<file path="src/bank_cmd_pkg.sv">
// Package of command codes, bank states and timing counts for bank tracking
package bank_cmd_pkg;
  // Clock period in ns
  localparam int CLK_PERIOD_NS = 100;
  // Interval times in ns, converted to cycles rounding up; mode set and burst times given in cycles
  localparam int T_ROW_PRE_NS = 19;
  localparam int T_ROW_COL_NS = 19;
  localparam int T_ROW_CYC_NS = 67;
  localparam int T_MODE_CYC = 2;
  localparam int T_BURST_CYC = 4;
  localparam int RP_CYC = (T_ROW_PRE_NS + CLK_PERIOD_NS - 1) / CLK_PERIOD_NS;
  localparam int RCD_CYC = (T_ROW_COL_NS + CLK_PERIOD_NS - 1) / CLK_PERIOD_NS;
  localparam int RC_CYC = (T_ROW_CYC_NS + CLK_PERIOD_NS - 1) / CLK_PERIOD_NS;
  // Counter width
  localparam int CNT_W = 8;
  // Command encodings {cs_n, ras_n, cas_n, we_n} for the low-select cases
  localparam logic [3:0] CMD_NOP = 4'h7;
  localparam logic [3:0] CMD_ACT = 4'h3;
  localparam logic [3:0] CMD_READ = 4'h5;
  localparam logic [3:0] CMD_WRITE = 4'h4;
  localparam logic [3:0] CMD_PRE = 4'h2;
  localparam logic [3:0] CMD_REF = 4'h1;
  localparam logic [3:0] CMD_MRS = 4'h0;
  localparam logic [3:0] CMD_TERM = 4'h6;
  // Per-bank state, one-hot
  typedef enum logic [7:0] {
    BK_IDLE = 8'h01,
    BK_ACTIVATING = 8'h02,
    BK_ACTIVE = 8'h04,
    BK_READ = 8'h08,
    BK_WRITE = 8'h10,
    BK_PRECHARGING = 8'h20,
    BK_READ_AUTO = 8'h40,
    BK_WRITE_AUTO = 8'h80
  } bank_state_t;
  // Device-wide phase, one-hot
  typedef enum logic [3:0] {
    DEV_NORMAL = 4'h1,
    DEV_REFRESHING = 4'h2,
    DEV_MODE_ACCESS = 4'h4,
    DEV_PRE_ALL = 4'h8
  } dev_phase_t;
endpackage

</file>
<file path="src/sdram_bank_command_legality.sv">
// Per-bank command decoder and state tracker for a synchronous DRAM
// Contract
// - Chip select high is a deselect; current operations continue.
// - Select low with all strobes high is a no-operation.
// - Activate in an idle bank opens a row.
// - Precharge to an idle bank acts as a no-operation.
// - Read command in an open-row bank starts a read burst.
// - Write command in an open-row bank starts a write burst.
// - Precharge in a row-active bank closes the row.
// - New read or write abandons a running plain burst.
// - Precharge during a plain burst truncates it and precharges.
// - Burst terminate stops the most recent burst in any bank if it is a plain burst.
// - Decoding only with clock enable high on prior and current edge.
// - Precharge enters precharging; idle after row precharge time.
// - Activate enters activating; row active after row-to-column delay.
// - Auto-close read or write ends idle after burst length plus row precharge time.
// - Refresh phase ends after row cycle time with all banks idle.
// - Mode set phase ends after mode set delay, all banks idle.
// - Precharge-all phase ends after row precharge time, all idle.
// - Read and write may carry auto-close either way, same legality.
`timescale 1ns/1ns
module sdram_bank_command_legality
  import bank_cmd_pkg::*;
#(
  parameter int BANKS = 4,
  parameter int BA_W = 2
) (
  input wire logic i_clk,
  input wire logic i_sys_rst,
  input wire logic i_cke,
  input wire logic i_cs_n,
  input wire logic i_ras_n,
  input wire logic i_cas_n,
  input wire logic i_we_n,
  input wire logic [BA_W-1:0] i_bank,
  input wire logic i_auto_close_option,
  input wire logic i_all_banks,
  output logic [BANKS*8-1:0] o_bank_state,
  output logic [3:0] o_dev_phase,
  output logic o_cmd_valid,
  output logic o_cmd_illegal
);

  // All state of the tracker in one record
  typedef struct packed {
    // Two-stage synchronisers for every pin
    logic [1:0] cke_sync;
    logic [1:0] cs_n_sync;
    logic [1:0] ras_n_sync;
    logic [1:0] cas_n_sync;
    logic [1:0] we_n_sync;
    logic [1:0][BA_W-1:0] bank_sync;
    logic [1:0] ap_sync;
    logic [1:0] all_sync;

    // Enable as seen on the previous decode edge
    logic prior_edge_clock_enable;

    // Per-bank state and interval counters
    bank_state_t [BANKS-1:0] bank_st;
    logic [BANKS-1:0][CNT_W-1:0] bank_cnt;

    // Device-wide phase and its counter
    dev_phase_t dev_ph;
    logic [CNT_W-1:0] dev_cnt;

    // Bank of the most recent burst, and whether it still runs
    logic [BA_W-1:0] last_burst_bank;
    logic burst_live;

    // Output registers
    logic [BANKS*8-1:0] out_state;
    logic [3:0] out_phase;
    logic out_valid;
    logic out_illegal;
  } state_t;

  // Current and next state
  state_t st_reg;
  state_t st_next;

  // Cycle count as a counter value, never below one cycle
  function automatic logic [CNT_W-1:0] cyc(input int n);
    cyc = (n < 1) ? CNT_W'(1) : CNT_W'(n);
  endfunction

  // True when a bank sits in a plain burst
  function automatic logic in_burst(input bank_state_t s);
    in_burst = (s == BK_READ) || (s == BK_WRITE);
  endfunction

  // Command word from the synchronised strobe lines
  function automatic logic [3:0] cmd_word(input logic ras_n,
                                          input logic cas_n,
                                          input logic we_n);
    cmd_word = {1'b0, ras_n, cas_n, we_n};
  endfunction

  // Read or write, the two column commands
  function automatic logic is_col_cmd(input logic [3:0] c);
    is_col_cmd = (c == CMD_READ) || (c == CMD_WRITE);
  endfunction

  // Device-wide commands that need every bank idle
  function automatic logic is_dev_cmd(input logic [3:0] c);
    is_dev_cmd = (c == CMD_REF) || (c == CMD_MRS);
  endfunction

  // States whose interval must run out before the bank takes a command
  function automatic logic is_timed(input bank_state_t s);
    is_timed = (s == BK_ACTIVATING) || (s == BK_PRECHARGING) ||
               (s == BK_READ_AUTO) || (s == BK_WRITE_AUTO);
  endfunction

  // States that forbid a precharge of all banks
  function automatic logic blocks_pre_all(input bank_state_t s);
    blocks_pre_all = (s == BK_ACTIVATING) || (s == BK_READ_AUTO) ||
                     (s == BK_WRITE_AUTO);
  endfunction

  // State that a bank takes once its interval has run out
  function automatic bank_state_t timed_next(input bank_state_t s);
    case (s)
      BK_PRECHARGING: timed_next = BK_IDLE;
      BK_ACTIVATING: timed_next = BK_ACTIVE;
      BK_READ_AUTO: timed_next = BK_IDLE;
      BK_WRITE_AUTO: timed_next = BK_IDLE;
      default: timed_next = s;
    endcase
  endfunction

  // Burst state that a column command opens
  function automatic bank_state_t col_state(input logic [3:0] c,
                                            input logic close);
    if (close) begin
      col_state = (c == CMD_READ) ? BK_READ_AUTO : BK_WRITE_AUTO;
    end else begin
      col_state = (c == CMD_READ) ? BK_READ : BK_WRITE;
    end
  endfunction

  // Flatten the bank states into the output bus layout
  function automatic logic [BANKS*8-1:0] pack_states(
      input bank_state_t [BANKS-1:0] s);
    pack_states = '0;
    for (int i = 0; i < BANKS; i++) begin
      pack_states[i*8 +: 8] = s[i];
    end
  endfunction

  // Next-state logic for decoding and bank tracking; pins pass two
  // flops and one decode stage, so outputs trail the pins by three edges
  always_comb begin
    logic [3:0] cmd;
    logic current_edge_clock_enable;
    logic decode;
    logic all_idle;
    logic illegal;
    int b;
    b = 0;
    cmd = '0;
    current_edge_clock_enable = 1'b0;
    decode = 1'b0;
    all_idle = 1'b1;
    // Hold everything unless a rule below moves it
    st_next = st_reg;
    illegal = 1'b0;

    // Two-stage synchronisers for pin inputs
    st_next.cke_sync = {st_reg.cke_sync[0], i_cke};
    st_next.cs_n_sync = {st_reg.cs_n_sync[0], i_cs_n};
    st_next.ras_n_sync = {st_reg.ras_n_sync[0], i_ras_n};
    st_next.cas_n_sync = {st_reg.cas_n_sync[0], i_cas_n};
    st_next.we_n_sync = {st_reg.we_n_sync[0], i_we_n};
    st_next.bank_sync = {st_reg.bank_sync[0], i_bank};
    st_next.ap_sync = {st_reg.ap_sync[0], i_auto_close_option};
    st_next.all_sync = {st_reg.all_sync[0], i_all_banks};
    current_edge_clock_enable = st_reg.cke_sync[1];
    st_next.prior_edge_clock_enable = current_edge_clock_enable;

    // Decode only while enable held on both edges
    decode = st_reg.prior_edge_clock_enable &&
             current_edge_clock_enable;
    cmd = cmd_word(st_reg.ras_n_sync[1], st_reg.cas_n_sync[1],
                   st_reg.we_n_sync[1]);
    b = int'(st_reg.bank_sync[1]);

    // Interval counters and timed state changes per bank
    for (int i = 0; i < BANKS; i++) begin
      if (st_reg.bank_cnt[i] != '0) begin
        st_next.bank_cnt[i] = st_reg.bank_cnt[i] - CNT_W'(1);
      end
      if (st_reg.bank_cnt[i] == CNT_W'(1)) begin
        st_next.bank_st[i] = timed_next(st_reg.bank_st[i]);
      end
    end

    // Whole-device idle test for refresh and mode set
    all_idle = 1'b1;
    for (int i = 0; i < BANKS; i++) begin
      if (st_reg.bank_st[i] != BK_IDLE) begin
        all_idle = 1'b0;
      end
    end
    // Device-wide phase timer
    if (st_reg.dev_cnt != '0) begin
      st_next.dev_cnt = st_reg.dev_cnt - CNT_W'(1);
    end
    // Phase end forces every bank idle, whatever it held before
    if (st_reg.dev_ph != DEV_NORMAL && st_reg.dev_cnt == CNT_W'(1)) begin
      st_next.dev_ph = DEV_NORMAL;
      for (int i = 0; i < BANKS; i++) begin
        st_next.bank_st[i] = BK_IDLE;
        st_next.bank_cnt[i] = '0;
      end
    end

    // Command decode; select high is a deselect
    if (decode && !st_reg.cs_n_sync[1]) begin
      if (cmd == CMD_NOP) begin
        illegal = 1'b0;
      end else if (st_reg.dev_ph != DEV_NORMAL) begin
        illegal = 1'b1;
      end else if (is_dev_cmd(cmd)) begin
        if (!all_idle || st_reg.burst_live) begin
          illegal = 1'b1;
        end else if (cmd == CMD_REF) begin
          st_next.dev_ph = DEV_REFRESHING;
          st_next.dev_cnt = cyc(RC_CYC);
        end else begin
          st_next.dev_ph = DEV_MODE_ACCESS;
          st_next.dev_cnt = cyc(T_MODE_CYC);
        end
      end else if (cmd == CMD_PRE && st_reg.all_sync[1]) begin
        // Precharge of all banks checks each one
        for (int i = 0; i < BANKS; i++) begin
          if (blocks_pre_all(st_reg.bank_st[i])) begin
            illegal = 1'b1;
          end
        end
        if (!illegal) begin
          st_next.dev_ph = DEV_PRE_ALL;
          st_next.dev_cnt = cyc(RP_CYC);
          st_next.burst_live = 1'b0;
        end
      end else if (cmd == CMD_TERM) begin
        // Stops the latest burst wherever it lives, if it is a plain burst
        // With no live burst this acts as a no-operation
        if (st_reg.burst_live &&
            in_burst(st_reg.bank_st[st_reg.last_burst_bank])) begin
          st_next.bank_st[st_reg.last_burst_bank] = BK_ACTIVE;
        end
        st_next.burst_live = 1'b0;
      end else if (is_timed(st_reg.bank_st[b])) begin
        // Bank busy with a timed interval
        illegal = 1'b1;
      end else begin
        case (st_reg.bank_st[b])
          BK_IDLE: begin
            if (cmd == CMD_ACT) begin
              st_next.bank_st[b] = BK_ACTIVATING;
              st_next.bank_cnt[b] = cyc(RCD_CYC);
            end else if (cmd != CMD_PRE) begin
              illegal = 1'b1;
            end
          end
          BK_ACTIVE, BK_READ, BK_WRITE: begin
            if (is_col_cmd(cmd)) begin
              // New burst replaces any running one
              st_next.last_burst_bank = BA_W'(b);
              st_next.burst_live = 1'b1;
              st_next.bank_st[b] =
                col_state(cmd, st_reg.ap_sync[1]);
              if (st_reg.ap_sync[1]) begin
                st_next.bank_cnt[b] = cyc(T_BURST_CYC + RP_CYC);
              end
            end else if (cmd == CMD_PRE) begin
              st_next.bank_st[b] = BK_PRECHARGING;
              st_next.bank_cnt[b] = cyc(RP_CYC);
              if (st_reg.last_burst_bank == BA_W'(b)) begin
                st_next.burst_live = 1'b0;
              end
            end else begin
              illegal = 1'b1;
            end
          end
          default: illegal = 1'b1;
        endcase
      end
    end

    // Registered outputs
    st_next.out_state = pack_states(st_next.bank_st);
    st_next.out_phase = st_next.dev_ph;
    // Pulses for an accepted or a refused command
    st_next.out_valid = decode && !st_reg.cs_n_sync[1] && !illegal;
    st_next.out_illegal = decode && !st_reg.cs_n_sync[1] && illegal;
  end

  // State register with synchronous reset
  always_ff @(posedge i_clk) begin
    if (i_sys_rst) begin
      st_reg <= '0;
      // Strobe synchronisers start at the deselected level
      st_reg.cs_n_sync <= 2'h3;
      st_reg.ras_n_sync <= 2'h3;
      st_reg.cas_n_sync <= 2'h3;
      st_reg.we_n_sync <= 2'h3;

      // Every bank idle, device in its normal phase
      for (int i = 0; i < BANKS; i++) begin
        st_reg.bank_st[i] <= BK_IDLE;
        st_reg.out_state[i*8 +: 8] <= BK_IDLE;
      end
      st_reg.dev_ph <= DEV_NORMAL;
      st_reg.out_phase <= DEV_NORMAL;
    end else begin
      st_reg <= st_next;
    end
  end

  // Outputs straight from the state register
  assign o_bank_state = st_reg.out_state;
  assign o_dev_phase = st_reg.out_phase;
  assign o_cmd_valid = st_reg.out_valid;
  assign o_cmd_illegal = st_reg.out_illegal;

endmodule // sdram_bank_command_legality

</file>
<file path="config.mk">
export PLATFORM = sky130hd
export DESIGN_NAME = sdram_bank_command_legality
export DESIGN_NICKNAME = d
export VERILOG_FILES = /design/src/bank_cmd_pkg.sv /design/src/sdram_bank_command_legality.sv
export SDC_FILE = /design/constraint.sdc
export NUM_CORES = 1
export LEC_CHECK = 0
export BUFFER_PORTS_ARGS = -buffer_cell sky130_fd_sc_hd__buf_2
export CAP_MARGIN = 15
export CORE_MARGIN = 2
export CORE_UTILIZATION = 34
export DETAILED_ROUTE_END_ITERATION = 10
export PLACE_DENSITY = 0.48
export SKIP_LAST_GASP = 1
export SLEW_MARGIN = 20
export SYNTH_ARGS = -nofsm -noshare
export SYNTH_HDL_FRONTEND = slang
export SYNTH_SLANG_ARGS = --single-unit
export TNS_END_PERCENT = 5
</file>
<file path="constraint.sdc">
create_clock -name i_clk -period 6.9 [get_ports i_clk]
set_clock_uncertainty 0.1 [all_clocks]
set_input_delay 1.38 -clock i_clk [delete_from_list [all_inputs] [get_ports i_clk]]
set_output_delay 1.38 -clock i_clk [all_outputs]
set_load 0.05 [all_outputs]
</file>
-- Word level (Yosys, flattened, before mapping)
Cells that the tools add are included.
- add/subtract/negate cells: 5
- $lt $le $gt $ge: 4
- equality and inequality tests: 47
- mux-type cells: 92
- bitwise logic cells: 21
- reductions and logical operators: 43
- operators by type and width (operator ; count):
    2-to-1 mux 64 bit ; 6
    2-to-1 mux 79 bit ; 3
    2-to-1 mux 8 bit ; 24
    2-to-1 mux 32 bit ; 4
    one-hot mux 64 bit (2 select lines) ; 1
    bitwise AND 28 bit ; 4
    NOT 28 bit ; 4
    2-to-1 mux 68 bit ; 1
    one-hot mux 8 bit (2 select lines) ; 4
    == test 8 x 1 -> 1 bit (second input constant) ; 6
    2-to-1 mux 12 bit ; 4
    == test 8 x 2 -> 1 bit (second input constant) ; 5
    == test 8 x 6 -> 1 bit (second input constant) ; 5
    == test 8 x 7 -> 1 bit (second input constant) ; 5
    == test 8 bit (second input constant) ; 5
    nonzero test 8 bit ; 5
    subtractor 8 x 1 -> 8 bit (second input constant) ; 5
    binary-select mux 8 bit (select 2 bit) ; 2
    bitwise mux 32 bit ; 1
    demux 8 bit (select 2 bit) ; 2
    != test 8 x 1 -> 1 bit (second input constant) ; 4
    2-to-1 mux 1 bit ; 31
    bitwise AND 24 bit ; 1
    NOT 24 bit ; 1
    other kinds (29) ; 79
- register bits: 132
- input bits: 11
- output and inout bits: 38
- word-level logic and storage cells: 237

-- Logic depth before layout (Yosys ltp)
- depth after elaboration: 23
- gate-level depth with buffers: 10
- mapped depth without buffers: 9

-- Worst setup path after synthesis
Ideal clock, no wire load.
- kind: register -> register
- start: register st_reg[124] (netlist name)
- end: register st_reg[104] (netlist name)
- arrival: 2762 ps
- path slack: 3919 ps
- cell stages (with the launch flop): 9
- buffers on the path: 1
- cells stage by stage: dfxtp_1 buf_6 mux4_2 or4_4 or3_1 or3_4 a311o_1 nand4_1 o21ai_1
- word-level cells in the longest chain between the ends: 16
- elaborated cells between the ends (all ways): 35
- ends and longest elaborated chain (element ; line ; text):
    start: declaration ; sdram_bank_command_legality.sv:79 ; state_t st_reg;
    start signal: assignment ; sdram_bank_command_legality.sv:318 ; st_reg <= st_next;
    less-than comparator 2 x 3 -> 1 bit (implied by the code) / greater-or-equal comparator 2 x 1 -> 1 bit (equally long branches) ; sdram_bank_command_legality.sv:261, sdram_bank_command_legality.sv:272, sdram_bank_command_legality.sv:278 ;
    logical AND 1 bit (implied by the code) ; sdram_bank_command_legality.sv:261, sdram_bank_command_legality.sv:272, sdram_bank_command_legality.sv:278 ;
    2-to-1 mux 8 bit (implied by the code) ; sdram_bank_command_legality.sv:261, sdram_bank_command_legality.sv:272, sdram_bank_command_legality.sv:278 ;
    demux 8 bit (select 2 bit) ; sdram_bank_command_legality.sv:261, sdram_bank_command_legality.sv:272, sdram_bank_command_legality.sv:278 ;
    NOT 28 bit (no source line) ; - ;
    bitwise AND 28 bit (no source line) ; - ;
    2-to-1 mux 64 bit ; sdram_bank_command_legality.sv:277 ; end else if (cmd == CMD_PRE) begin
    2-to-1 mux 64 bit ; sdram_bank_command_legality.sv:268 ; if (is_col_cmd(cmd)) begin
    one-hot mux 64 bit (2 select lines) ; sdram_bank_command_legality.sv:258 ; case (st_reg.bank_st[b])
    2-to-1 mux 64 bit (*) ; sdram_bank_command_legality.sv:254 ; end else if (is_timed(st_reg.bank_st[b])) begin
    2-to-1 mux 32 bit (*) ; sdram_bank_command_legality.sv:246 ; end else if (cmd == CMD_TERM) begin
    2-to-1 mux 64 bit (*) ; sdram_bank_command_legality.sv:234 ; end else if (cmd == CMD_PRE && st_reg.all_sync[1]) begin
    2-to-1 mux 64 bit (*) ; sdram_bank_command_legality.sv:224 ; end else if (is_dev_cmd(cmd)) begin
    2-to-1 mux 79 bit (*) ; sdram_bank_command_legality.sv:222 ; end else if (st_reg.dev_ph != DEV_NORMAL) begin
    2-to-1 mux 79 bit (*) ; sdram_bank_command_legality.sv:220 ; if (cmd == CMD_NOP) begin
    2-to-1 mux 79 bit (*) ; sdram_bank_command_legality.sv:219 ; if (decode && !st_reg.cs_n_sync[1]) begin
Every way passes the cells marked *; elsewhere a longest branch is shown, timed or not. The select of a mux whose other input is x is not followed.
A chain may end at the register's enable or synchronous reset.

-- Worst setup path in the final report
- start: register st_reg[124] (netlist name)
- end: register st_reg[75] (netlist name)
- word-level cells in the longest chain between the ends: 16
- elaborated cells between the ends (all ways): 35
- ends and longest elaborated chain (element ; line):
    less-than comparator 2 x 3 -> 1 bit (implied by the code) / greater-or-equal comparator 2 x 1 -> 1 bit (equally long branches) ; sdram_bank_command_legality.sv:262, sdram_bank_command_legality.sv:275, sdram_bank_command_legality.sv:279
    logical AND 1 bit (implied by the code) ; sdram_bank_command_legality.sv:262, sdram_bank_command_legality.sv:275, sdram_bank_command_legality.sv:279
    2-to-1 mux 8 bit (implied by the code) ; sdram_bank_command_legality.sv:262, sdram_bank_command_legality.sv:275, sdram_bank_command_legality.sv:279
    demux 8 bit (select 2 bit) ; sdram_bank_command_legality.sv:262, sdram_bank_command_legality.sv:275, sdram_bank_command_legality.sv:279
    NOT 28 bit (no source line) / NOT 24 bit (equally long branches) ; -
    bitwise AND 28 bit (no source line) / bitwise AND 24 bit (equally long branches) ; -
    2-to-1 mux 64 bit / 2-to-1 mux 32 bit (equally long branches) ; sdram_bank_command_legality.sv:277, sdram_bank_command_legality.sv:274
    2-to-1 mux 64 bit ; sdram_bank_command_legality.sv:268
    one-hot mux 64 bit (2 select lines) ; sdram_bank_command_legality.sv:258
    2-to-1 mux 64 bit (*) ; sdram_bank_command_legality.sv:254
    2-to-1 mux 32 bit (*) ; sdram_bank_command_legality.sv:246
    2-to-1 mux 64 bit (*) ; sdram_bank_command_legality.sv:234
    2-to-1 mux 64 bit (*) ; sdram_bank_command_legality.sv:224
    2-to-1 mux 79 bit (*) ; sdram_bank_command_legality.sv:222
    2-to-1 mux 79 bit (*) ; sdram_bank_command_legality.sv:220
    2-to-1 mux 79 bit (*) ; sdram_bank_command_legality.sv:219
Marked as above.

==> flow_summary_export.csv <==
group,metric,value,unit
run_status,status,"finished clean",
critical_path,worstRegToRegCells,7,
detailed_routing,drcViolationCount,0,
critical_path,path_delay_family,"simple AND/OR/NAND/NOR gates",
layout,largest_reg_flops,81,
layout,regArea,2002,um^2
critical_path,timing.rr.start,"st_reg[124]",
die,ioPinCount,49,
placed_design,place_congestion,0.9335,
logic_synthesis,postSynthAreaPerCell,8.060,um^2
logic_synthesis,ys_async_sr_fraction,0,%
power_and_ir_drop,vdd_drop_max,0.1545,mV
timing,slew_headroom,20.05,%
power_and_ir_drop,p_per_area,320.5,nW/um^2
critical_path,cp_slowest_cell,"dfxtp_1",
critical_path,crit_type,"flop to flop",
layout,syn_to_final_growth,7.627,%
logic_synthesis,syn-num-nets,771,
clock_network,numCtsBuffers,9,
min_path,min_path_cells,1,
critical_path,endpoint_kind,"flop",
job,cap_violations,0,
critical_path,slowest_delay,0.86,ns
detailed_routing,drt-total-wl,21270,um
logic_synthesis,mappedNetlistArea,6037,um^2
clock_network,clkTransAtPathRegs,0.07,ns
die,start_util,34.78,%
detailed_routing,vias,5688,
global_route,antenna_found_initial,1,
logic_synthesis,synthTopCellsByArea,"dfxtp_1 (33%), nor2_1 (5.5%), buf_4 (4.5%)",
logic_synthesis,synth_ff_type,"dfxtp_1",
logic_synthesis,synth_edf_count,0,
die,dieArea,18840,um^2
global_route,overflow,0,
clock_network,cts_root_buf,"clkbuf_16",
layout,drive_gt1_share,13.27,%
global_route,grt_pass1_wl,32300,um
die,core_area,17360,um^2
layout,multiInputGateArea,3530,um^2
logic_synthesis,yosysSeqAreaShare,33.16,%
layout,final.fill_count,1800,
logic_synthesis,synth_common_cells,"dfxtp_1 (100), nor2_1 (88), nand2_1 (59)",
global_route,grt_pass1_vias,5405,
min_path,hold_path_end,"st_reg[127]",
placed_design,place_hpwl,15730,um
critical_path,regToRegSetupSlack,2.79,ns
logic_synthesis,yosysUniqueCellTypes,75,
clock_network,cts_max_level,3,
detailed_routing,postRouteAntennaNets,0,
placed_design,port-buffer-count,48,
timing,drv_slew,0,
timing,min_period,4.106,ns
die,fp.dieW,137.3,um
min_path,holdCritPathClass,"flop to flop",
timing,fmax,243.5,MHz
logic_synthesis,ys_ff_latch,100,
logic_synthesis,yosysTopAreaCellShare,33.16,%
logic_synthesis,synth_warnings,0,
critical_path,r2r-end,"st_reg[75]",
timing,hold_violations,0,
timing,rsz0062_at_grt,"false",
timing,hold_slack,0.3118,ns
critical_path,crit_chain,"mux4_2 -> or4_4 -> nand3b_1 -> nor2_1 -> a21oi_1 -> nor3_1 -> nor3b_1",
clock_network,cts_tree,"built",
die,num_rows,48,
clock_network,insertion_delay,0.36,ns
detailed_routing,post_drt_via_cell_ratio,5.852,
power_and_ir_drop,power.total,2.082,mW
timing,setup_tns,0,ns
detailed_routing,dr.pass1.iters,5,
critical_path,cp_max_fo,18,
critical_path,cp.required,7.01,ns
clock_network,cts_max_path_buffers,2,
critical_path,crit_buf_inv,0,
min_path,hp-start,"st_next[127]",
global_route,grtUsageTotal,23.15,%
timing,period_share,59.51,%
detailed_routing,drt_iter0_drc,500,
clock_network,cts_resized,0,
clock_network,cts_hold_buf,0,
timing,tightest_slew,1.183,ns
power_and_ir_drop,p_leak,2.501,nW
logic_synthesis,netlist_instances,749,
timing,setup_viol,0,
detailed_routing,routedWlPerCell,21.89,um
clock_network,clkSinkCount,100,
clock_network,postCtsSetupBuffers,0,
logic_synthesis,post-synth-top-area-cell,"dfxtp_1",
layout,finalNetCount,763,
die,die_y,137.3,um
critical_path,cp.arrival,4.22,ns
logic_synthesis,synth.most_common_cell,"dfxtp_1",
critical_path,start_kind,"flop",
global_route,grt_max_degree,31,
-- worst reg2reg max path, delay by kind of cell (launching register included) --
family	cells	cell delay [ns]
AOI/OAI and AO/OA	1	0.18
muxes	1	0.65
and+or+nand+nor	5	2.17
DFF	1	0.86
-- placed cells by master, fill, tap and decap left out, drive strengths merged, types with 21 or more instances in the layout --
cell type / netlist / routed
xor2: 24 / 24
dfxtp: 100 / 100
buf: 41 / 53
nor2: 89 / 89
xnor2: 22 / 22
inv: 24 / 24
o21ai: 37 / 37
a21oi: 25 / 25
nor3: 45 / 45
nor4: 21 / 21
nand2: 59 / 59
-- layer usage --
layer | part of all wire, % | global-route usage (%) | vias up
met4 | 2.9 | 8.534 | 0
met5 | 0 | 0 | -
li1 | - | - | 2665
met2 | 45 | 35.66 | 258
met1 | 45 | 31.55 | 2725
met3 | 7.7 | 5.335 | 40
-- power by group --
group,total [mW],switching (mW),leakage [nW],internal [mW]
Combinational,0.735,0.410,1.53,0.326
Clock,0.540,0.228,0.156,0.311
Sequential,0.807,0.113,0.818,0.694
Total,2.08,0.751,2.50,1.33
-- kinds of logic (layout without fill, tap and decap cells) --
group           after synthesis  count (layout)  share of synthesized area, %
compound gates              150             150                         16.97
xor+xnor                     46              46                         6.673
fa+ha+maj                    11              11                         2.280
buf+inv                      96              93                         8.477
flops                       100             100                         33.16
mux                          11              11                         3.834
other cells                   0               1                             0
simple gates                335             335                         28.60
-- worst max-delay path by stage --
stage / endpoint / start / slack (ns) / depth (start not counted)
2_1_floorplan: st_reg[104] / st_reg[124] / 3.92 / 8
3_3_place_gp: st_reg[75] / st_reg[124] / 2.94 / 7
3_5_place_dp: st_reg[75] / st_reg[124] / 2.81 / 7
4_1_cts: st_reg[75] / st_reg[124] / 2.78 / 7
5_1_grt: st_reg[75] / st_reg[124] / 2.53 / 7
6_report: st_reg[75] / st_reg[124] / 2.79 / 7
-- cell type report --
| type | instances | share of cell area [%] |
|---|---|---|
| Multi-Input combinational cell | 553 | 54.32 |
| Sequential cell | 100 | 30.81 |
| Timing Repair Buffer | 53 | 4.275 |
| Inverter | 24 | 1.386 |
| Antenna cell | 1 | 0.03851 |
| Tap cell | 225 | 4.333 |
| Clock buffer | 13 | 4.159 |
| Clock inverter | 3 | 0.6740 |
-- through the flow --
| step | utilization (%) | cells | area (um^2) | setup slack (ns) |
|---|---|---|---|---|
| after floorplan | - | 749 | 6037 | 3.919 |
| after global placement | 35.58 | 955 | 6175 | 2.941 |
| after detailed placement | 35.61 | 955 | 6181 | 2.813 |
| after CTS | 37.42 | 971 | 6495 | 2.784 |
| after global routing | 37.42 | 971 | 6495 | 2.533 |
| final | 37.44 | 972 | 6497 | 2.794 |
No activity file was read; power rests on OpenSTA's default activity.
